--- src/acc_pkg.sv ---
package acc_pkg;

  // register byte offsets, one aligned word each
  localparam logic [7:0] ACC_OFS_MAIN0 = 8'h00;
  localparam logic [7:0] ACC_OFS_IRQ0 = 8'h04;
  localparam logic [7:0] ACC_OFS_STRIDE = 8'h08;
  localparam logic [7:0] ACC_OFS_MIRROR = 8'h10;
  localparam logic [7:0] ACC_OFS_FLAGS = 8'h14;

  // cmp_ctrl_main field positions
  localparam int ACC_MAIN_ON = 7;
  localparam int ACC_MAIN_RESULT = 6;
  localparam int ACC_MAIN_DRIVE = 5;
  localparam int ACC_MAIN_INVERT = 4;
  localparam int ACC_MAIN_SPEED = 2;
  localparam int ACC_MAIN_HYS = 1;
  localparam int ACC_MAIN_SYNC = 0;

  // cmp_ctrl_irq field positions
  localparam int ACC_IRQ_IE = 7;
  localparam int ACC_IRQ_RISE = 6;
  localparam int ACC_IRQ_FALL = 5;

  // control fields of cmp_ctrl_main
  typedef struct packed {
    logic comparator_on;
    logic pin_drive_enable;
    logic invert_output;
    logic speed_power_select;
    logic hysteresis_on;
    logic timer_sync_enable;
  } acc_main_s;

  // control fields of cmp_ctrl_irq
  typedef struct packed {
    logic cmp_irq_enable;
    logic rise_irq_enable;
    logic fall_irq_enable;
  } acc_irq_s;

  // reset values: all off except normal speed
  localparam acc_main_s ACC_MAIN_RESET = '{1'b0, 1'b0, 1'b0, 1'b1, 1'b0, 1'b0};
  localparam acc_irq_s ACC_IRQ_RESET = '{1'b0, 1'b0, 1'b0};

  // largest comparator count the map can hold
  localparam int ACC_MAX_CMP = 2;

endpackage

--- src/acc_top.sv ---
// The APB slave port and the placing of the registers were decided locally.
`timescale 1ns/1ps
module acc_top #(
  parameter int NUM_CMP = 2
) (
  input wire logic pclk,
  input wire logic presetn,
  input wire logic psel,
  input wire logic penable,
  input wire logic pwrite,
  input wire logic [7:0] paddr,
  input wire logic [31:0] pwdata,
  output logic [31:0] prdata,
  output logic pready,
  output logic pslverr,
  input wire logic [NUM_CMP-1:0] cmp_raw,
  input wire logic [NUM_CMP-1:0] pin_direction,
  input wire logic [NUM_CMP-1:0] port_latch,
  input wire logic gate_timer_clk,
  input wire logic gate_timer_clk_presc,
  input wire logic gate_timer_presc_used,
  output logic [NUM_CMP-1:0] analog_enable,
  output logic [NUM_CMP-1:0] analog_speed,
  output logic [NUM_CMP-1:0] analog_hyst,
  output logic [NUM_CMP-1:0] pin_out,
  output logic [NUM_CMP-1:0] pin_oe,
  output logic [NUM_CMP-1:0] gate_source,
  output logic [NUM_CMP-1:0] cmp_irq_flag,
  output logic [NUM_CMP-1:0] cmp_irq_req
);

  // elaboration check: one or two comparators only
  if (NUM_CMP < 1 || NUM_CMP > acc_pkg::ACC_MAX_CMP) begin : g_bad_count
    $error("acc_top: NUM_CMP must be 1 or 2");
  end

  //////////////////////////////////////////////////////////////////////////////
  // declarations

  acc_pkg::acc_main_s main_q [NUM_CMP]; // per comparator main controls
  acc_pkg::acc_irq_s irq_q [NUM_CMP]; // per comparator irq controls
  logic [NUM_CMP-1:0] raw_meta_q; // first sync stage, read by stage two only
  logic [NUM_CMP-1:0] raw_sync_q; // synchronised raw comparison
  logic [NUM_CMP-1:0] eff_d; // on-gated, polarity adjusted result
  logic [NUM_CMP-1:0] res_q; // internal result, sampled every cycle
  logic [NUM_CMP-1:0] res_prev_q; // previous sample for edge detect
  logic [NUM_CMP-1:0] rise_ev; // one-cycle rising event
  logic [NUM_CMP-1:0] fall_ev; // one-cycle falling event
  logic [NUM_CMP-1:0] latched_q; // result held at timer falling edge
  logic [NUM_CMP-1:0] out_d; // result seen by status and gate
  logic [NUM_CMP-1:0] flag_q; // sticky interrupt flags
  logic [NUM_CMP-1:0] flag_clr; // software clear strobe per flag
  logic [2:0] tclk_q; // timer source clock: meta, sync, previous
  logic [2:0] tpre_q; // prescaled timer clock: meta, sync, previous
  logic tfall; // selected timer clock falling edge
  logic wr_en; // write takes effect this edge
  logic rd_en; // read data captured this edge
  logic addr_hit; // address maps to a register
  logic [31:0] rdata_d; // read mux output
  logic pready_q;
  logic pslverr_q;
  logic [31:0] prdata_q;

  //////////////////////////////////////////////////////////////////////////////
  // apb slave: one wait state, so every access takes three cycles, setup included

  // ready rises in the second access cycle, then drops for the next transfer
  always_ff @(posedge pclk or negedge presetn)
  begin
    if (!presetn)
    begin
      pready_q <= 1'b0;
    end
    else
    begin
      pready_q <= psel & penable & ~pready_q;
    end
  end

  // the edge that sees ready high completes the transfer
  assign wr_en = psel & penable & pready_q & pwrite;
  assign rd_en = psel & penable & ~pready_q & ~pwrite;

  // address decode, used for the error answer only; the read mux decodes the address itself
  always_comb
  begin
    addr_hit = 1'b0;
    if (paddr == acc_pkg::ACC_OFS_MIRROR || paddr == acc_pkg::ACC_OFS_FLAGS)
    begin
      addr_hit = 1'b1;
    end
    for (int i = 0; i < NUM_CMP; i++)
    begin
      if (paddr == acc_pkg::ACC_OFS_MAIN0 + 8'(i) * acc_pkg::ACC_OFS_STRIDE ||
          paddr == acc_pkg::ACC_OFS_IRQ0 + 8'(i) * acc_pkg::ACC_OFS_STRIDE)
      begin
        addr_hit = 1'b1;
      end
    end
  end

  // error flags an unmapped address, raised together with ready
  always_ff @(posedge pclk or negedge presetn)
  begin
    if (!presetn)
    begin
      pslverr_q <= 1'b0;
    end
    else
    begin
      pslverr_q <= psel & penable & ~pready_q & ~addr_hit;
    end
  end

  // read mux; reserved and unmapped bits read as zero
  always_comb
  begin
    rdata_d = 32'h0000_0000;
    if (paddr == acc_pkg::ACC_OFS_MIRROR)
    begin
      rdata_d[NUM_CMP-1:0] = out_d; // shared_result_mirror bits
    end
    if (paddr == acc_pkg::ACC_OFS_FLAGS)
    begin
      rdata_d[NUM_CMP-1:0] = flag_q;
    end
    for (int i = 0; i < NUM_CMP; i++)
    begin
      if (paddr == acc_pkg::ACC_OFS_MAIN0 + 8'(i) * acc_pkg::ACC_OFS_STRIDE)
      begin
        rdata_d[acc_pkg::ACC_MAIN_ON] = main_q[i].comparator_on;
        rdata_d[acc_pkg::ACC_MAIN_RESULT] = out_d[i]; // cmp_result_bit
        rdata_d[acc_pkg::ACC_MAIN_DRIVE] = main_q[i].pin_drive_enable;
        rdata_d[acc_pkg::ACC_MAIN_INVERT] = main_q[i].invert_output;
        rdata_d[acc_pkg::ACC_MAIN_SPEED] = main_q[i].speed_power_select;
        rdata_d[acc_pkg::ACC_MAIN_HYS] = main_q[i].hysteresis_on;
        rdata_d[acc_pkg::ACC_MAIN_SYNC] = main_q[i].timer_sync_enable;
      end
      if (paddr == acc_pkg::ACC_OFS_IRQ0 + 8'(i) * acc_pkg::ACC_OFS_STRIDE)
      begin
        rdata_d[acc_pkg::ACC_IRQ_IE] = irq_q[i].cmp_irq_enable;
        rdata_d[acc_pkg::ACC_IRQ_RISE] = irq_q[i].rise_irq_enable;
        rdata_d[acc_pkg::ACC_IRQ_FALL] = irq_q[i].fall_irq_enable;
      end
    end
  end

  // read data captured one cycle before ready, held through it
  always_ff @(posedge pclk or negedge presetn)
  begin
    if (!presetn)
    begin
      prdata_q <= 32'h0000_0000;
    end
    else if (rd_en)
    begin
      prdata_q <= rdata_d;
    end
  end

  assign pready = pready_q;
  assign pslverr = pslverr_q;
  assign prdata = prdata_q;

  //////////////////////////////////////////////////////////////////////////////
  // gate timer clock synchronisers and falling edge select

  // two stages before use, third stage only for the edge compare
  always_ff @(posedge pclk or negedge presetn)
  begin
    if (!presetn)
    begin
      tclk_q <= 3'h0;
      tpre_q <= 3'h0;
    end
    else
    begin
      tclk_q <= {tclk_q[1:0], gate_timer_clk};
      tpre_q <= {tpre_q[1:0], gate_timer_clk_presc};
    end
  end

  // prescaled clock takes over when the timer divides its source
  // latching on the falling edge keeps it away from the counting edge
  assign tfall = gate_timer_presc_used ? (tpre_q[2] & ~tpre_q[1]) : (tclk_q[2] & ~tclk_q[1]);

  // software clears a flag by writing one to its bit
  assign flag_clr = (wr_en && paddr == acc_pkg::ACC_OFS_FLAGS) ? pwdata[NUM_CMP-1:0] : '0;

  //////////////////////////////////////////////////////////////////////////////
  // per comparator logic

  for (genvar g = 0; g < NUM_CMP; g++) begin : g_cmp // instance count set here

    // controls; speed select leaves reset at normal speed
    always_ff @(posedge pclk or negedge presetn)
    begin
      if (!presetn)
      begin
        main_q[g] <= acc_pkg::ACC_MAIN_RESET;
      end
      else if (wr_en && paddr == acc_pkg::ACC_OFS_MAIN0 + 8'(g) * acc_pkg::ACC_OFS_STRIDE)
      begin
        main_q[g].comparator_on <= pwdata[acc_pkg::ACC_MAIN_ON];
        main_q[g].pin_drive_enable <= pwdata[acc_pkg::ACC_MAIN_DRIVE];
        main_q[g].invert_output <= pwdata[acc_pkg::ACC_MAIN_INVERT];
        main_q[g].speed_power_select <= pwdata[acc_pkg::ACC_MAIN_SPEED];
        main_q[g].hysteresis_on <= pwdata[acc_pkg::ACC_MAIN_HYS];
        main_q[g].timer_sync_enable <= pwdata[acc_pkg::ACC_MAIN_SYNC];
      end
    end

    // interrupt controls
    always_ff @(posedge pclk or negedge presetn)
    begin
      if (!presetn)
      begin
        irq_q[g] <= acc_pkg::ACC_IRQ_RESET;
      end
      else if (wr_en && paddr == acc_pkg::ACC_OFS_IRQ0 + 8'(g) * acc_pkg::ACC_OFS_STRIDE)
      begin
        irq_q[g].cmp_irq_enable <= pwdata[acc_pkg::ACC_IRQ_IE];
        irq_q[g].rise_irq_enable <= pwdata[acc_pkg::ACC_IRQ_RISE];
        irq_q[g].fall_irq_enable <= pwdata[acc_pkg::ACC_IRQ_FALL];
      end
    end

    // raw analog decision is asynchronous to pclk; high means noninverting above
    always_ff @(posedge pclk or negedge presetn)
    begin
      if (!presetn)
      begin
        raw_meta_q[g] <= 1'b0;
        raw_sync_q[g] <= 1'b0;
      end
      else
      begin
        raw_meta_q[g] <= cmp_raw[g];
        raw_sync_q[g] <= raw_meta_q[g];
      end
    end

    // a disabled comparator reads low, then polarity is applied
    // so toggling on or invert alone can change the result
    assign eff_d[g] = (main_q[g].comparator_on & raw_sync_q[g]) ^ main_q[g].invert_output;

    // internal result sampled every cycle, previous kept for edges
    always_ff @(posedge pclk or negedge presetn)
    begin
      if (!presetn)
      begin
        res_q[g] <= 1'b0;
        res_prev_q[g] <= 1'b0;
      end
      else
      begin
        res_q[g] <= eff_d[g];
        res_prev_q[g] <= res_q[g];
      end
    end

    // one-cycle edge events from consecutive samples
    assign rise_ev[g] = res_q[g] & ~res_prev_q[g];
    assign fall_ev[g] = ~res_q[g] & res_prev_q[g];

    // hold the result from one timer falling edge to the next
    always_ff @(posedge pclk or negedge presetn)
    begin
      if (!presetn)
      begin
        latched_q[g] <= 1'b0;
      end
      else if (tfall)
      begin
        latched_q[g] <= res_q[g];
      end
    end

    // sync on: status and gate see the timer-latched copy
    assign out_d[g] = main_q[g].timer_sync_enable ? latched_q[g] : res_q[g];

    // sticky flag; an enabled edge wins over a clear in the same cycle
    always_ff @(posedge pclk or negedge presetn)
    begin
      if (!presetn)
      begin
        flag_q[g] <= 1'b0;
      end
      else if ((rise_ev[g] & irq_q[g].rise_irq_enable) | (fall_ev[g] & irq_q[g].fall_irq_enable))
      begin
        flag_q[g] <= 1'b1;
      end
      else if (flag_clr[g])
      begin
        flag_q[g] <= 1'b0;
      end
    end

    // outputs, all from flops; the pin path costs one cycle of delay
    always_ff @(posedge pclk or negedge presetn)
    begin
      if (!presetn)
      begin
        analog_enable[g] <= 1'b0;
        analog_speed[g] <= 1'b1;
        analog_hyst[g] <= 1'b0;
        pin_out[g] <= 1'b0;
        pin_oe[g] <= 1'b0;
        gate_source[g] <= 1'b0;
        cmp_irq_flag[g] <= 1'b0;
        cmp_irq_req[g] <= 1'b0;
      end
      else
      begin
        analog_enable[g] <= main_q[g].comparator_on; // off means minimum current
        analog_speed[g] <= main_q[g].speed_power_select; // zero is low power
        analog_hyst[g] <= main_q[g].hysteresis_on; // amount follows speed in analog
        // drive enable replaces the port latch whatever the on bit
        pin_out[g] <= main_q[g].pin_drive_enable ? out_d[g] : port_latch[g];
        // driver on only with drive, output direction and comparator on
        pin_oe[g] <= main_q[g].pin_drive_enable & ~pin_direction[g] & main_q[g].comparator_on;
        gate_source[g] <= out_d[g]; // timer gate source, sync advised
        cmp_irq_flag[g] <= flag_q[g];
        cmp_irq_req[g] <= flag_q[g] & irq_q[g].cmp_irq_enable;
      end
    end

  end

endmodule

--- config.mk ---
export PLATFORM = sky130hd
export DESIGN_NAME = acc_top
export DESIGN_NICKNAME = d
export VERILOG_FILES = /design/src/acc_pkg.sv /design/src/acc_top.sv
export SDC_FILE = /design/constraint.sdc
export NUM_CORES = 1
export LEC_CHECK = 0
export BUFFER_PORTS_ARGS = -buffer_cell sky130_fd_sc_hd__clkbuf_2
export CAP_MARGIN = 20
export CORE_AREA = 5 5 79 89
export CTS_BUF_LIST = sky130_fd_sc_hd__clkbuf_8 sky130_fd_sc_hd__clkbuf_16
export CTS_CLUSTER_DIAMETER = 30
export DETAILED_ROUTE_END_ITERATION = 8
export DIE_AREA = 0 0 84 94
export PLACE_DENSITY = 0.76
export SETUP_SLACK_MARGIN = 0.1
export SLEW_MARGIN = 10
export SYNTH_ARGS = -nofsm -noshare
export SYNTH_HDL_FRONTEND = slang
export SYNTH_SLANG_ARGS = --single-unit
--- constraint.sdc ---
create_clock -name pclk -period 1.5 [get_ports pclk]
set_input_delay 0.15 -clock pclk [delete_from_list [all_inputs] [get_ports pclk]]
set_output_delay 0.15 -clock pclk [all_outputs]
set_load 0.01 [all_outputs]
==> impl_summary.log, run 1 <==
INFO  metric htree_levels = 3
INFO  metric worst_skew_pair.late_latency = 0.33 ns
INFO  metric vias_per_cell = 4.585
INFO  metric cp_data_arrival_time = 1.78 ns
INFO  metric required_time_at_the_endpoint_of_the_critical_path = 1.71 ns
INFO  metric irDropWorstVdd = 0.0006049 V
INFO  metric p_leak = 1.690 nW
INFO  metric rsz0062_at_grt = true
INFO  metric status = finished, violations left
INFO  metric route.vias.total = 1637
INFO  metric core_region_area = 6006 um^2
INFO  metric cts_max_path_buffers = 2
INFO  metric first_global_vias = 1694
INFO  metric fillerInstances = 527
INFO  metric yosys_register_bits = 61
INFO  metric cp_max_fo = 6
INFO  metric clock_sinks = 61
INFO  metric grt_remaining_overflow = 0
INFO  metric sequential_cell_area = 1531 um^2
INFO  metric worstSetupEndpointType = flip-flop
INFO  metric clk_transition_reported_paths = 0.07 ns
INFO  metric wl = 5214 um
INFO  metric synth.yosys.seq_area_share = 60.80%
INFO  metric maxCapViolations = 0
INFO  metric die-area = 7896 um^2
INFO  metric failing_checks = negative setup slack
INFO  metric netlist-cell-type-count = 37
INFO  metric die_h = 94 um
INFO  metric gpl.final_weighted_congestion = 0.8053
INFO  metric setup_viol = 10
INFO  metric post_synth_inst_count = 183
INFO  metric cts_made_buffers = 9
INFO  metric p_per_area = 1018 nW/um^2
INFO  metric first_pass_grt_wire_length = 8590 um
INFO  metric totalNegativeSetupSlack = -0.3084 ns
INFO  metric global_route.usage.total = 14.39%
INFO  metric drc = 0
INFO  metric setup.worst_path.start_class = flip-flop
INFO  metric dieWidth = 84 um
INFO  metric numPortBuffers = 53
INFO  metric avgSynthCellArea = 13.76 um^2
INFO  metric wl_per_cell = 14.61 um
INFO  metric io_pins = 104
INFO  metric min_path_type = in -> reg
INFO  metric detailedRoute.firstIterationViolations = 57
INFO  metric drt_first_pass_iters = 4
INFO  metric floorplan.initialDensity = 41.94%
INFO  metric slew_viol_final = 0
INFO  metric clock_tree.root_cell = sky130_fd_sc_hd__clkbuf_8
INFO  metric diodes = 0
INFO  metric cpPeakStageDelay = 0.56 ns
INFO  metric fmax = 639.6 MHz
INFO  metric sequence_of_cells_on_the_critical_path = nand4_1 -> or4_4 -> mux2_4
INFO  metric final_net_count = 326
INFO  metric layout-drive-gt1-share = 46.57%
INFO  metric ant_nets = 0
INFO  metric place.detailed.hpwl = 3823 um
INFO  metric final.period_utilization = 104.2%
INFO  metric crit_path_top_delay_cell = sky130_fd_sc_hd__or4_4
INFO  metric finalCriticalPeriod = 1.563 ns
INFO  metric netlist_area = 2519 um^2
INFO  metric row_count = 30
INFO  metric multi_input_area = 930.9 um^2
INFO  metric grt_antenna_before_repair = 0
INFO  metric setup_ws_post_layout = -0.06338 ns
INFO  metric largest_clock_skew_in_the_final_design = 0.006179 ns
INFO  metric hold-worst-slack = 0.04509 ns
INFO  metric path_class = reg -> reg
INFO  metric timing.final.hold_violations = 0
INFO  metric tritoncts = yes
INFO  metric grt_start_max_net_pins = 29
INFO  metric area.growth.synth_to_final = 30.40%
INFO  metric synth_warnings = 0
final cells by class:
type | count | share of cell area (%)
Timing Repair Buffer | 82 | 15.85
Clock inverter | 6 | 1.714
Multi-Input combinational cell | 116 | 28.34
Sequential cell | 61 | 46.63
Clock buffer | 10 | 4.190
Tap cell | 80 | 3.048
Inverter | 2 | 0.2286
repair_timing:
item | CTS | global route
hold endpoints to repair | 21 | 0
buffers inserted | 1 | 0
setup endpoints to repair | 24 | 27
pin swaps | 3 | 1
gates cloned | 0 | 0
hold buffers | 7 | 0
resized for setup | 14 | 2
critical path: cells and delay by family, from the launching register on:
family | cells | cell delay, ns
simple gates | 2 | 0.72
flops | 1 | 0.38
mux | 1 | 0.34
logic make-up after synthesis:
| kind of cell | after synthesis | synth area share [%] |
|---|---|---|
| compound gates | 14 | 4.521 |
| other cells | 1 | 0.1489 |
| flops | 61 | 60.80 |
| mux | 31 | 15.90 |
| buf+inv | 30 | 8.495 |
| xor+xnor | 2 | 0.6956 |
| simple gates | 44 | 9.439 |
cells in the final DEF, fill, tap and decap left out, types with 2 or more instances in the layout:
master,count
sky130_fd_sc_hd__conb_1,25
sky130_fd_sc_hd__mux4_2,3
sky130_fd_sc_hd__dfstp_2,4
sky130_fd_sc_hd__and2_1,2
sky130_fd_sc_hd__nor2_1,9
sky130_fd_sc_hd__o31ai_1,2
sky130_fd_sc_hd__buf_6,2
sky130_fd_sc_hd__a21o_1,2
sky130_fd_sc_hd__inv_1,5
sky130_fd_sc_hd__a22o_1,3
sky130_fd_sc_hd__dfrtp_1,57
sky130_fd_sc_hd__nand2_1,12
sky130_fd_sc_hd__xnor2_1,2
sky130_fd_sc_hd__nand4_1,3
sky130_fd_sc_hd__mux2i_1,3
sky130_fd_sc_hd__nor3_1,3
sky130_fd_sc_hd__clkbuf_8,10
sky130_fd_sc_hd__nor2_4,2
sky130_fd_sc_hd__dlygate4sd3_1,7
sky130_fd_sc_hd__mux2_4,15
sky130_fd_sc_hd__o22ai_1,2
sky130_fd_sc_hd__clkbuf_2,53
sky130_fd_sc_hd__mux2_2,9
sky130_fd_sc_hd__nand3_1,3
sky130_fd_sc_hd__buf_4,19
sky130_fd_sc_hd__clkinvlp_4,2
final timing paths:
path / startpoint / to / slack [ns] / cells past startpoint
setup / recovery: pready / main_q[6] / -0.06 / 3
min in group asynchronous: presetn / cmp_irq_req[1] / 0.29 / 2
hold / removal: port_latch[1] / pin_out[1] / 0.05 / 2
setup reg to reg: pready / main_q[6] / -0.06 / 3
hold reg to reg: raw_meta_q[0] / raw_sync_q[0] / 0.35 / 0
max in group asynchronous: presetn / raw_meta_q[0] / 0.62 / 3
registers in the layout, summed over array words and instances, names as in the netlist:
signal	flops
analog_enable	2
analog_hyst	2
analog_speed	2
cmp_irq_flag	2
cmp_irq_req	2
flag_q	2
gate_source	2
irq_q	6
latched_q	2
main_q	12
pin_oe	2
pin_out	2
prdata	7
pready	1
pslverr	1
raw_meta_q	2
raw_sync_q	2
res_prev_q	2
res_q	2
tclk_q	3
tpre_q	3
stage by stage:
stage / total power [W] / instances / worst slack (ns) / instance area [um^2] / utilization (%)
final: 0.003343 / 357 / -0.06338 / 3284 / 54.69
after global routing: 0.003480 / 357 / -0.1116 / 3284 / 54.69
after CTS: 0.003380 / 357 / -0.05381 / 3272 / 54.48
after detailed placement: 0.001947 / 333 / -0.1146 / 2945 / 49.04
after global placement: 0.001942 / 333 / -0.1162 / 2945 / 49.04
after floorplan: 0.001860 / 207 / -0.08084 / 2620 / -
power breakdown:
| group | switching [W] | leakage, nW | internal (W) | total (W) |
|---|---|---|---|---|
| registers | 0.0000133 | 0.804 | 0.00168 | 0.00169 |
| clock network | 0.000615 | 0.102 | 0.000794 | 0.00141 |
| logic | 0.000143 | 0.784 | 0.0000994 | 0.000243 |
| total | 0.000771 | 1.69 | 0.00257 | 0.00334 |
synth_stat cells:
| cell type | count | area, um^2 |
|---|---|---|
| sky130_fd_sc_hd__mux2_4 | 6 | 90.09 |
| sky130_fd_sc_hd__nand4_1 | 3 | 18.77 |
| sky130_fd_sc_hd__nor3_1 | 3 | 15.01 |
| sky130_fd_sc_hd__o221a_2 | 1 | 11.26 |
| sky130_fd_sc_hd__mux2i_1 | 4 | 40.04 |
| sky130_fd_sc_hd__inv_1 | 2 | 7.510 |
| sky130_fd_sc_hd__mux4_2 | 3 | 67.56 |
| sky130_fd_sc_hd__conb_1 | 1 | 3.750 |
| sky130_fd_sc_hd__xnor2_1 | 2 | 17.52 |
| sky130_fd_sc_hd__nor3b_1 | 1 | 7.510 |
| sky130_fd_sc_hd__nand2b_1 | 1 | 6.260 |
| sky130_fd_sc_hd__a22o_1 | 3 | 26.28 |
| sky130_fd_sc_hd__and4b_2 | 1 | 11.26 |
| sky130_fd_sc_hd__and2_1 | 2 | 12.51 |
| sky130_fd_sc_hd__mux2_2 | 18 | 202.7 |
| sky130_fd_sc_hd__a311oi_1 | 1 | 8.760 |
| sky130_fd_sc_hd__buf_6 | 1 | 11.26 |
| sky130_fd_sc_hd__nand3_1 | 3 | 15.01 |
| sky130_fd_sc_hd__a21o_1 | 2 | 15.01 |
| sky130_fd_sc_hd__o221ai_1 | 1 | 8.760 |
| sky130_fd_sc_hd__nor3_4 | 1 | 16.27 |
| sky130_fd_sc_hd__o22ai_1 | 2 | 12.51 |
| sky130_fd_sc_hd__a31oi_1 | 1 | 6.260 |
| sky130_fd_sc_hd__nor4_1 | 1 | 6.260 |
| sky130_fd_sc_hd__or3_1 | 1 | 6.260 |
| sky130_fd_sc_hd__clkbuf_1 | 2 | 7.510 |
| sky130_fd_sc_hd__or4_4 | 1 | 11.26 |
| sky130_fd_sc_hd__nor3_2 | 1 | 10.01 |
| sky130_fd_sc_hd__nand4b_1 | 1 | 8.760 |
| sky130_fd_sc_hd__buf_4 | 25 | 187.7 |
| sky130_fd_sc_hd__o31ai_1 | 2 | 15.01 |
| sky130_fd_sc_hd__dfrtp_1 | 57 | 1426 |
| sky130_fd_sc_hd__dfstp_2 | 4 | 105.1 |
| sky130_fd_sc_hd__nor2_1 | 11 | 41.29 |
| sky130_fd_sc_hd__o311a_1 | 1 | 10.01 |
| sky130_fd_sc_hd__nand2_2 | 1 | 6.260 |
| sky130_fd_sc_hd__nand2_1 | 12 | 45.04 |
per-layer routing:
layer	part of all wire [%]	vias up	wire, um	GRT usage (%)
met5	0	-	0	0
met4	2.8	0	146	7.373
met3	6.8	13	352	5.526
met2	49	56	2540	23.01
met1	42	792	2174	16.87
li1	-	776	-	-
Note: power is estimated with default switching activity, not from simulation.
==> run 2, diff against run 1 <==
--- a/config.mk
+++ b/config.mk
@@ -5,13 +5,13 @@
 export SDC_FILE = /design/constraint.sdc
 export NUM_CORES = 1
 export LEC_CHECK = 0
+export ABC_AREA = 1
 export BUFFER_PORTS_ARGS = -buffer_cell sky130_fd_sc_hd__clkbuf_2
 export CAP_MARGIN = 20
-export CORE_AREA = 5 5 79 89
+export CORE_AREA = 5 5 82 91
 export CTS_BUF_LIST = sky130_fd_sc_hd__clkbuf_8 sky130_fd_sc_hd__clkbuf_16
-export CTS_CLUSTER_DIAMETER = 30
 export DETAILED_ROUTE_END_ITERATION = 8
-export DIE_AREA = 0 0 84 94
+export DIE_AREA = 0 0 87 96
 export PLACE_DENSITY = 0.76
 export SETUP_SLACK_MARGIN = 0.1
 export SLEW_MARGIN = 10
==> run 2 against run 1 <==
Compared with the run above:
- the flow now finishes without violations
- hold slack got worse by 0.015 ns
- synthesized area increased by 8.2%
- wire length increased by 2.6%
- combinational power increased by 2%
- largest power group unchanged
==> impl_summary.log, run 2 <==
INFO  metric status = finished clean
INFO  metric top_register = main_q
INFO  metric vias_per_cell = 4.408 (-3.9%)
INFO  metric worstSetupEndpointType = flip-flop
INFO  metric first_global_vias = 1945 (+15%)
INFO  metric hold-worst-slack = 0.03019 ns (-0.01490 ns)
INFO  metric clk_transition_reported_paths = 0.06 ns (about the same)
INFO  metric dieWidth = 87 um (+3.6%)
INFO  metric cp_data_arrival_time = 1.53 ns (-0.25 ns)
INFO  metric irDropWorstVdd = 0.0005518 V (-8.8%)
INFO  metric wl = 5352 um (+2.6%)
INFO  metric top_usage_layer = met2
INFO  metric multi_input_area = 947.2 um^2 (+1.7%)
INFO  metric critPathMostFrequentCell = sky130_fd_sc_hd__nand2_1
INFO  metric tritoncts = yes
INFO  metric layout.cells.most_common_list = 72 x sky130_fd_sc_hd__nand2_1, 57 x sky130_fd_sc_hd__dfrtp_1, 53 x sky130_fd_sc_hd__clkbuf_2
INFO  metric worst_skew_pair.late_latency = 0.33 ns (about the same)
INFO  metric setup_viol = 0 (-10)
INFO  metric avgSynthCellArea = 9.595 um^2 (-30%)
INFO  metric gr-usage-met2 = 22.78% (-0.23 points)
INFO  metric slew_viol_final = 0 (unchanged)
INFO  metric final.period_utilization = 83.41% (-21 points)
INFO  metric ant_nets = 0 (unchanged)
INFO  metric place.detailed.hpwl = 3951 um (+3.3%)
INFO  metric maxCapViolations = 0 (unchanged)
INFO  metric global_route.usage.total = 14.38% (about the same)
INFO  metric r2r_start = main_q[6]
INFO  metric cpPeakStageDelay = 0.41 ns (-0.15 ns)
INFO  metric sequence_of_cells_on_the_critical_path = o21ai_1 -> nand3_1 -> nand2_1 -> inv_1 -> nand2_1 -> nand2_1 -> nand2_1
INFO  metric endpoint = prdata[0]
INFO  metric path_delay_family = flip-flops
INFO  metric diodes = 0 (unchanged)
INFO  metric post_synth_top_cells = 72 x sky130_fd_sc_hd__nand2_1, 57 x sky130_fd_sc_hd__dfrtp_1, 29 x sky130_fd_sc_hd__inv_1
INFO  metric rsz0062_at_grt = false
INFO  metric post_synth_inst_count = 284 (+55%)
INFO  metric row_count = 31 (+3.3%)
INFO  metric cts_made_buffers = 9 (unchanged)
INFO  metric startpoint = main_q[6]
INFO  metric layout-drive-gt1-share = 29.41% (-17 points)
INFO  metric totalNegativeSetupSlack = 0 ns (+0.3084 ns)
INFO  metric route.vias.total = 1935 (+18%)
INFO  metric synth.yosys.seq_area_share = 56.20% (-4.6 points)
INFO  metric p_leak = 1.773 nW (+4.9%)
INFO  metric required_time_at_the_endpoint_of_the_critical_path = 1.78 ns (+0.07 ns)
INFO  metric synth_warnings = 0 (unchanged)
INFO  metric cts_max_path_buffers = 2 (unchanged)
INFO  metric commonest_non_fill_non_tap_cell_in_the_layout = sky130_fd_sc_hd__nand2_1
INFO  metric r2r.worst_path.cells = 7 (+4)
INFO  metric largest_clock_skew_in_the_final_design = 0.005450 ns (-0.0007298 ns)
INFO  metric final_net_count = 406 (+25%)
INFO  metric min_path_type = in -> reg
INFO  metric core_region_area = 6477 um^2 (+7.9%)
INFO  metric yosys_register_bits = 61 (unchanged)
INFO  metric netlist_area = 2725 um^2 (+8.2%)
INFO  metric number_of_buffer_and_inverter_instances_along_the_worst_setup_path = 1 (+1)
INFO  metric post-synth-top-count-cell = sky130_fd_sc_hd__nand2_1
INFO  metric grt_antenna_before_repair = 0 (unchanged)
INFO  metric path_class = reg -> reg
INFO  metric cp_max_fo = 4 (-2)
INFO  metric postSynth.topFlopCell = sky130_fd_sc_hd__dfrtp_1
INFO  metric drc = 0 (unchanged)
INFO  metric htree_levels = 3 (unchanged)
INFO  metric synth_async_sr_flop_share = 100.0% (unchanged)
INFO  metric critical_path.reg2reg.endpoint = prdata[0]
INFO  metric io_pins = 104 (unchanged)
INFO  metric numPortBuffers = 53 (unchanged)
INFO  metric die_h = 96 um (+2.1%)
INFO  metric drt_first_pass_iters = 4 (unchanged)
INFO  metric clock_tree.root_cell = sky130_fd_sc_hd__clkbuf_8
INFO  metric grt_start_max_net_pins = 62 (+110%)
INFO  metric crit_path_top_delay_cell = sky130_fd_sc_hd__dfrtp_1
INFO  metric gpl.final_weighted_congestion = 0.8109 (+0.70%)
INFO  metric p_per_area = 1086 nW/um^2 (+6.7%)
INFO  metric first_pass_grt_wire_length = 8907 um (+3.7%)
INFO  metric timing.final.hold_violations = 0 (unchanged)
INFO  metric synth.area.top_cells = sky130_fd_sc_hd__dfrtp_1 52%, sky130_fd_sc_hd__nand2_1 9.9%, sky130_fd_sc_hd__buf_4 6.9%, sky130_fd_sc_hd__inv_1 4.0%, sky130_fd_sc_hd__dfstp_2 3.9%
INFO  metric die-area = 8352 um^2 (+5.8%)
INFO  metric setup.worst_path.start_class = flip-flop
INFO  metric area.growth.synth_to_final = 20.43%
INFO  metric fillerInstances = 625 (+19%)
INFO  metric synthDominantCellAreaShare = 52.34% (-4.3 points)
INFO  metric grt_remaining_overflow = 0 (unchanged)
INFO  metric sequential_cell_area = 1531 um^2 (unchanged)
INFO  metric synth_top_cell_by_area = sky130_fd_sc_hd__dfrtp_1
INFO  metric finalCriticalPeriod = 1.251 ns (-0.3122 ns)
INFO  metric clock_sinks = 61 (unchanged)
INFO  metric wl_per_cell = 12.19 um (-17%)
INFO  metric fmax = 799.3 MHz (+25%)
INFO  metric grtUsageMet3 = 5.479% (-0.047 points)
INFO  metric ff2ff_setup_slack = 0.25 ns (+0.31 ns)
INFO  metric floorplan.initialDensity = 42.07% (+0.13 points)
INFO  metric cts.repair_timing.setup_buffer_count = 0 (-1)
INFO  metric edff_count_synth = 0 (unchanged)
INFO  metric flip_flop_count_of_the_largest_register_after_layout = 12 (unchanged)
INFO  metric detailedRoute.firstIterationViolations = 107 (+88%)
INFO  metric netlist-cell-type-count = 26 (-30%)
INFO  metric grt.met1_usage = 16.47% (-0.41 points)
INFO  metric cp_num_cells = 7 (+4)
## run 2: changes by cell type in the layout (fill, tap and decap cells not counted), moves of 11 or more
| cell | before | now |
|---|---|---|
| sky130_fd_sc_hd__buf_4 | 19 | 0 |
| sky130_fd_sc_hd__inv_1 | 5 | 30 |
| sky130_fd_sc_hd__mux2_4 | 15 | 0 |
| sky130_fd_sc_hd__nand2_1 | 12 | 72 |
| sky130_fd_sc_hd__nand3_1 | 3 | 14 |
| sky130_fd_sc_hd__o21ai_2 | 0 | 12 |
## run 2: cell type report
type | count | area share, %
clock buffers | 11 | 4.613
well taps | 82 | 3.126
inverters | 32 | 3.660
flip-flops and latches | 61 | 46.66
repair buffers | 61 | 10.83
clock inverters | 5 | 2.249
multi-input cells | 187 | 28.86
## run 2: cell families after synthesis
kind of cell / share of synthesized area, %
AND/OR/NAND/NOR: 21.44
flip-flops: 56.20
other: 0.1376
AO/OA/AOI/OAI: 9.045
buffers and inverters: 12.53
XOR/XNOR: 0.6429
## run 2: worst min-delay path, cell delays in order
cell and delay (ns):
sky130_fd_sc_hd__clkbuf_2 0.08, sky130_fd_sc_hd__inv_1 0.04, sky130_fd_sc_hd__o21ai_0 0.06
## run 2: power breakdown
part	switching [W]	leakage, nW	internal [W]
combinational	0.000162	0.873	0.0000860
clock	0.000592	0.121	0.00101
sequential	0.0000205	0.779	0.00169
## run 2: layer usage
| layer | share of wire, % | vias up |
|---|---|---|
| li1 | - | 980 |
| met3 | 8.1 | 14 |
| met2 | 48 | 58 |
| met4 | 3.0 | 0 |
| met1 | 40 | 883 |
| met5 | 0 | - |
## run 2: worst min-delay path by stage
stage | from | to | slack (ns) | cells past startpoint
floorplan | presetn | analog_enable[0] | -0.15 | 0
global placement | presetn | prdata[2] | 0.18 | 2
detailed placement | presetn | tclk_q[0] | 0.18 | 2
CTS | port_latch[0] | pin_out[0] | 0.009 | 3
global route | port_latch[0] | pin_out[0] | 0.02 | 3
finish | port_latch[0] | pin_out[0] | 0.03 | 3
## run 2: timing repair
action                     CTS  global route
hold buffers                 7             0
resized for setup            0             1
hold endpoints to repair    63             0
setup endpoints to repair    0             1
## run 2: through the flow
stage | cells | util (%) | total power [W] | area, um^2 | worst slack, ns
2_1_floorplan | 308 | - | 0.001904 | 2815 | 0.3092
3_3_place_gp | 416 | 46.03 | 0.001969 | 2982 | 0.2234
3_5_place_dp | 416 | 46.03 | 0.001978 | 2982 | 0.1747
4_1_cts | 439 | 50.59 | 0.003630 | 3277 | 0.1833
5_1_grt | 439 | 50.67 | 0.003727 | 3282 | 0.1476
6_report | 439 | 50.67 | 0.003564 | 3282 | 0.2489
==> run 3, diff against run 2 <==
--- a/config.mk
+++ b/config.mk
@@ -5,13 +5,13 @@
 export SDC_FILE = /design/constraint.sdc
 export NUM_CORES = 1
 export LEC_CHECK = 0
-export ABC_AREA = 1
+export ABC_AREA = 0
 export BUFFER_PORTS_ARGS = -buffer_cell sky130_fd_sc_hd__clkbuf_2
 export CAP_MARGIN = 20
-export CORE_AREA = 5 5 82 91
+export CORE_AREA = 5 5 79 89
 export CTS_BUF_LIST = sky130_fd_sc_hd__clkbuf_8 sky130_fd_sc_hd__clkbuf_16
 export DETAILED_ROUTE_END_ITERATION = 8
-export DIE_AREA = 0 0 87 96
+export DIE_AREA = 0 0 84 94
 export PLACE_DENSITY = 0.76
 export SETUP_SLACK_MARGIN = 0.1
 export SLEW_MARGIN = 10
==> constraint.sdc (replaced) <==
create_clock -name pclk -period 1.1 [get_ports pclk]
set_input_delay 0.11 -clock pclk [delete_from_list [all_inputs] [get_ports pclk]]
set_output_delay 0.11 -clock pclk [all_outputs]
set_load 0.01 [all_outputs]
==> run 3 against run 2 <==
Compared with the run above:
- the run now ends with negative setup slack left
- hold slack lost 0.021 ns
- largest cell class unchanged
- first-iteration DRC count fell by 50%
- wire length rose by 11%
- non-clock buffer count rose by 51
- via count fell by 6.0%
- clock-buffer cell count shrank 1
- final cell count decreased by 12%
==> impl_summary.log, run 3 (synthesis results as in run 1) <==
INFO  metric fillerInstances = 465 (-26%)
INFO  metric die-area = 7896 um^2 (-5.5%)
INFO  metric route.vias.total = 1819 (-6.0%)
INFO  metric commonest_non_fill_non_tap_cell_in_the_layout = sky130_fd_sc_hd__dfrtp_1
INFO  metric die_h = 94 um (-2.1%)
INFO  metric power_internal = 0.003565 W (+28%)
INFO  metric first_pass_grt_wire_length = 9025 um (+1.3%)
INFO  metric htree_levels = 3 (unchanged)
INFO  metric dieWidth = 84 um (-3.4%)
INFO  metric final.period_utilization = 138.2% (+55 points)
INFO  metric setup_ws_post_layout = -0.4199 ns (-0.6688 ns)
INFO  metric wl_per_cell = 15.41 um (+26%)
INFO  metric maxCapViolations = 0 (unchanged)
INFO  metric hold-worst-slack = 0.008767 ns (-0.02142 ns)
INFO  metric timing.final.hold_violations = 0 (unchanged)
INFO  metric slew_viol_final = 0 (unchanged)
INFO  metric floorplan.initialDensity = 41.94% (-0.13 points)
INFO  metric area.growth.synth_to_final = 44.11%
INFO  metric number_of_buffer_and_inverter_instances_along_the_worst_setup_path = 0 (-1)
INFO  metric cp_data_arrival_time = 1.75 ns (+0.22 ns)
INFO  metric status = finished, violations left
INFO  metric switching_power = 0.001101 W (+42%)
INFO  metric global_route.usage.total = 15.12% (+0.74 points)
INFO  metric finalCriticalPeriod = 1.520 ns (+0.2688 ns)
INFO  metric worstSetupEndpointType = flip-flop
INFO  metric io_pins = 104 (unchanged)
INFO  metric grt_remaining_overflow = 0 (unchanged)
INFO  metric cts_made_buffers = 9 (unchanged)
INFO  metric crit_path_top_delay_cell = sky130_fd_sc_hd__or4_4
INFO  metric required_time_at_the_endpoint_of_the_critical_path = 1.33 ns (-0.45 ns)
INFO  metric power.share.switching = 23.59% (+1.9 points)
INFO  metric worst_skew_pair.late_latency = 0.34 ns (about the same)
INFO  metric flip_flop_count_of_the_largest_register_after_layout = 12 (unchanged)
INFO  metric grt_antenna_before_repair = 0 (unchanged)
INFO  metric final_net_count = 356 (-12%)
INFO  metric drt_first_pass_iters = 4 (unchanged)
INFO  metric gpl.final_weighted_congestion = 0.8705 (+7.3%)
INFO  metric fmax = 657.9 MHz (-18%)
INFO  metric path_class = reg -> reg
INFO  metric row_count = 30 (-3.2%)
INFO  metric numPortBuffers = 53 (unchanged)
INFO  metric clock_tree.root_cell = sky130_fd_sc_hd__clkbuf_8
INFO  metric setup.worst_path.start_class = flip-flop
INFO  metric share_seq_of_total_power = 49.5% (+1.5 points)
INFO  metric detailedRoute.firstIterationViolations = 53 (-50%)
INFO  metric vias_per_cell = 4.700 (+6.6%)
INFO  metric finish.instance_area = 3630 um^2 (+11%)
INFO  metric cp_max_fo = 6 (+2)
INFO  metric setup_viol = 32 (+32)
INFO  metric top_register = main_q
INFO  metric cts_max_path_buffers = 2 (unchanged)
INFO  metric core_region_area = 6006 um^2 (-7.3%)
INFO  metric ant_nets = 0 (unchanged)
INFO  metric clk_transition_reported_paths = 0.07 ns (about the same)
INFO  metric clockPowerShare = 42.2% (-2.9 points)
INFO  metric place_area = 3110 um^2 (+4.3%)
INFO  metric rsz0062_at_grt = true
INFO  metric layout-drive-gt1-share = 54.72% (+25 points)
INFO  metric p_leak = 1.888 nW (+6.5%)
INFO  metric failing_checks = negative setup slack
INFO  metric p_per_area = 1285 nW/um^2 (+18%)
INFO  metric first_global_vias = 1862 (-4.3%)
INFO  metric layout.cells.most_common_list = 57 x sky130_fd_sc_hd__dfrtp_1, 48 x sky130_fd_sc_hd__clkbuf_2, 41 x sky130_fd_sc_hd__buf_4
INFO  metric tritoncts = yes
INFO  metric clock_sinks = 61 (unchanged)
INFO  metric totalNegativeSetupSlack = -10.01 ns (-10.01 ns)
INFO  metric power_frac_comb = 8.3% (+1.3 points)
INFO  metric stdcell_count = 387 (-12%)
INFO  metric place_inst = 353 (-15%)
INFO  metric drc = 0 (unchanged)
INFO  metric irDropWorstVdd = 0.0007605 V (+38%)
INFO  metric cpPeakStageDelay = 0.55 ns (+0.14 ns)
INFO  metric path_delay_family = simple AND/OR/NAND/NOR gates
INFO  metric largest_clock_skew_in_the_final_design = 0.009705 ns (+0.004255 ns)
INFO  metric place.detailed.hpwl = 4196 um (+6.2%)
INFO  metric diodes = 0 (unchanged)
INFO  metric sequence_of_cells_on_the_critical_path = nand4_1 -> or4_4 -> mux2_4
INFO  metric wl = 5964 um (+11%)
INFO  metric min_path_type = in -> reg
INFO  metric grt_start_max_net_pins = 62 (unchanged)
-- run 3: cell count changes in the layout (fill, tap and decap cells not counted), sizes merged, moves of 11 or more --
cell / previous run / this run
mux2: 0 / 24
nand2: 76 / 13
nor2: 25 / 11
o21ai: 26 / 0
buf: 1 / 56
a21oi: 11 / 0
inv: 33 / 2
nand3: 16 / 3
-- run 3: layer usage --
layer / track usage (%) / vias up / part of all wire (%)
li1: - / 841 / -
met1: 16.80 / 902 / 39
met2: 25.20 / 61 / 52
met3: 5.439 / 15 / 6.7
met4: 8.445 / 0 / 2.3
met5: 0 / - / 0
-- run 3: cell type report --
type,instances,area [um^2],area share (%)
inverters,2,7.507,0.2068
clock inverters,6,62.56,1.724
clock buffers,10,137.6,3.792
repair buffers,112,793.3,21.85
well taps,80,100.1,2.758
flip-flops and latches,61,1531,42.19
multi-input cells,116,997.2,27.47
-- run 3: power by group through the flow --
stage               Clock [W]  Combinational (W)  Sequential (W)
floorplan                   0           0.000182         0.00236
global placement            0           0.000327         0.00235
detailed placement          0           0.000337         0.00235
CTS                   0.00201           0.000381         0.00231
global route          0.00212           0.000430         0.00231
finish                0.00197           0.000389         0.00231
-- run 3: final timing paths --
check / from / slack, ns / end / cells after the start
hold / removal: port_latch[0] / 0.009 / pin_out[0] / 2
hold reg to reg: tclk_q[0] / 0.35 / tclk_q[1] / 0
setup reg to reg: pready / -0.42 / main_q[9] / 3
max in group asynchronous: presetn / 0.49 / main_q[2] / 3
setup / recovery: pready / -0.42 / main_q[9] / 3
min in group asynchronous: presetn / 0.31 / pin_out[0] / 3
-- run 3: stage by stage --
stage	utilization, %	setup WS (ns)	power [W]
CTS	58.71	-0.4044	0.004702
finish	60.44	-0.4199	0.004666
detailed placement	51.79	-0.4596	0.002688
floorplan	-	-0.4808	0.002541
global placement	51.79	-0.4219	0.002675
global route	60.44	-0.4872	0.004861
-- run 3: timing repair --
item | in CTS | in global routing
resized for setup | 23 | 19
endpoints found under the setup margin | 34 | 41
hold endpoints to repair | 64 | 0
pin swaps | 7 | 0
hold buffers | 8 | 0
buffers inserted | 5 | 5
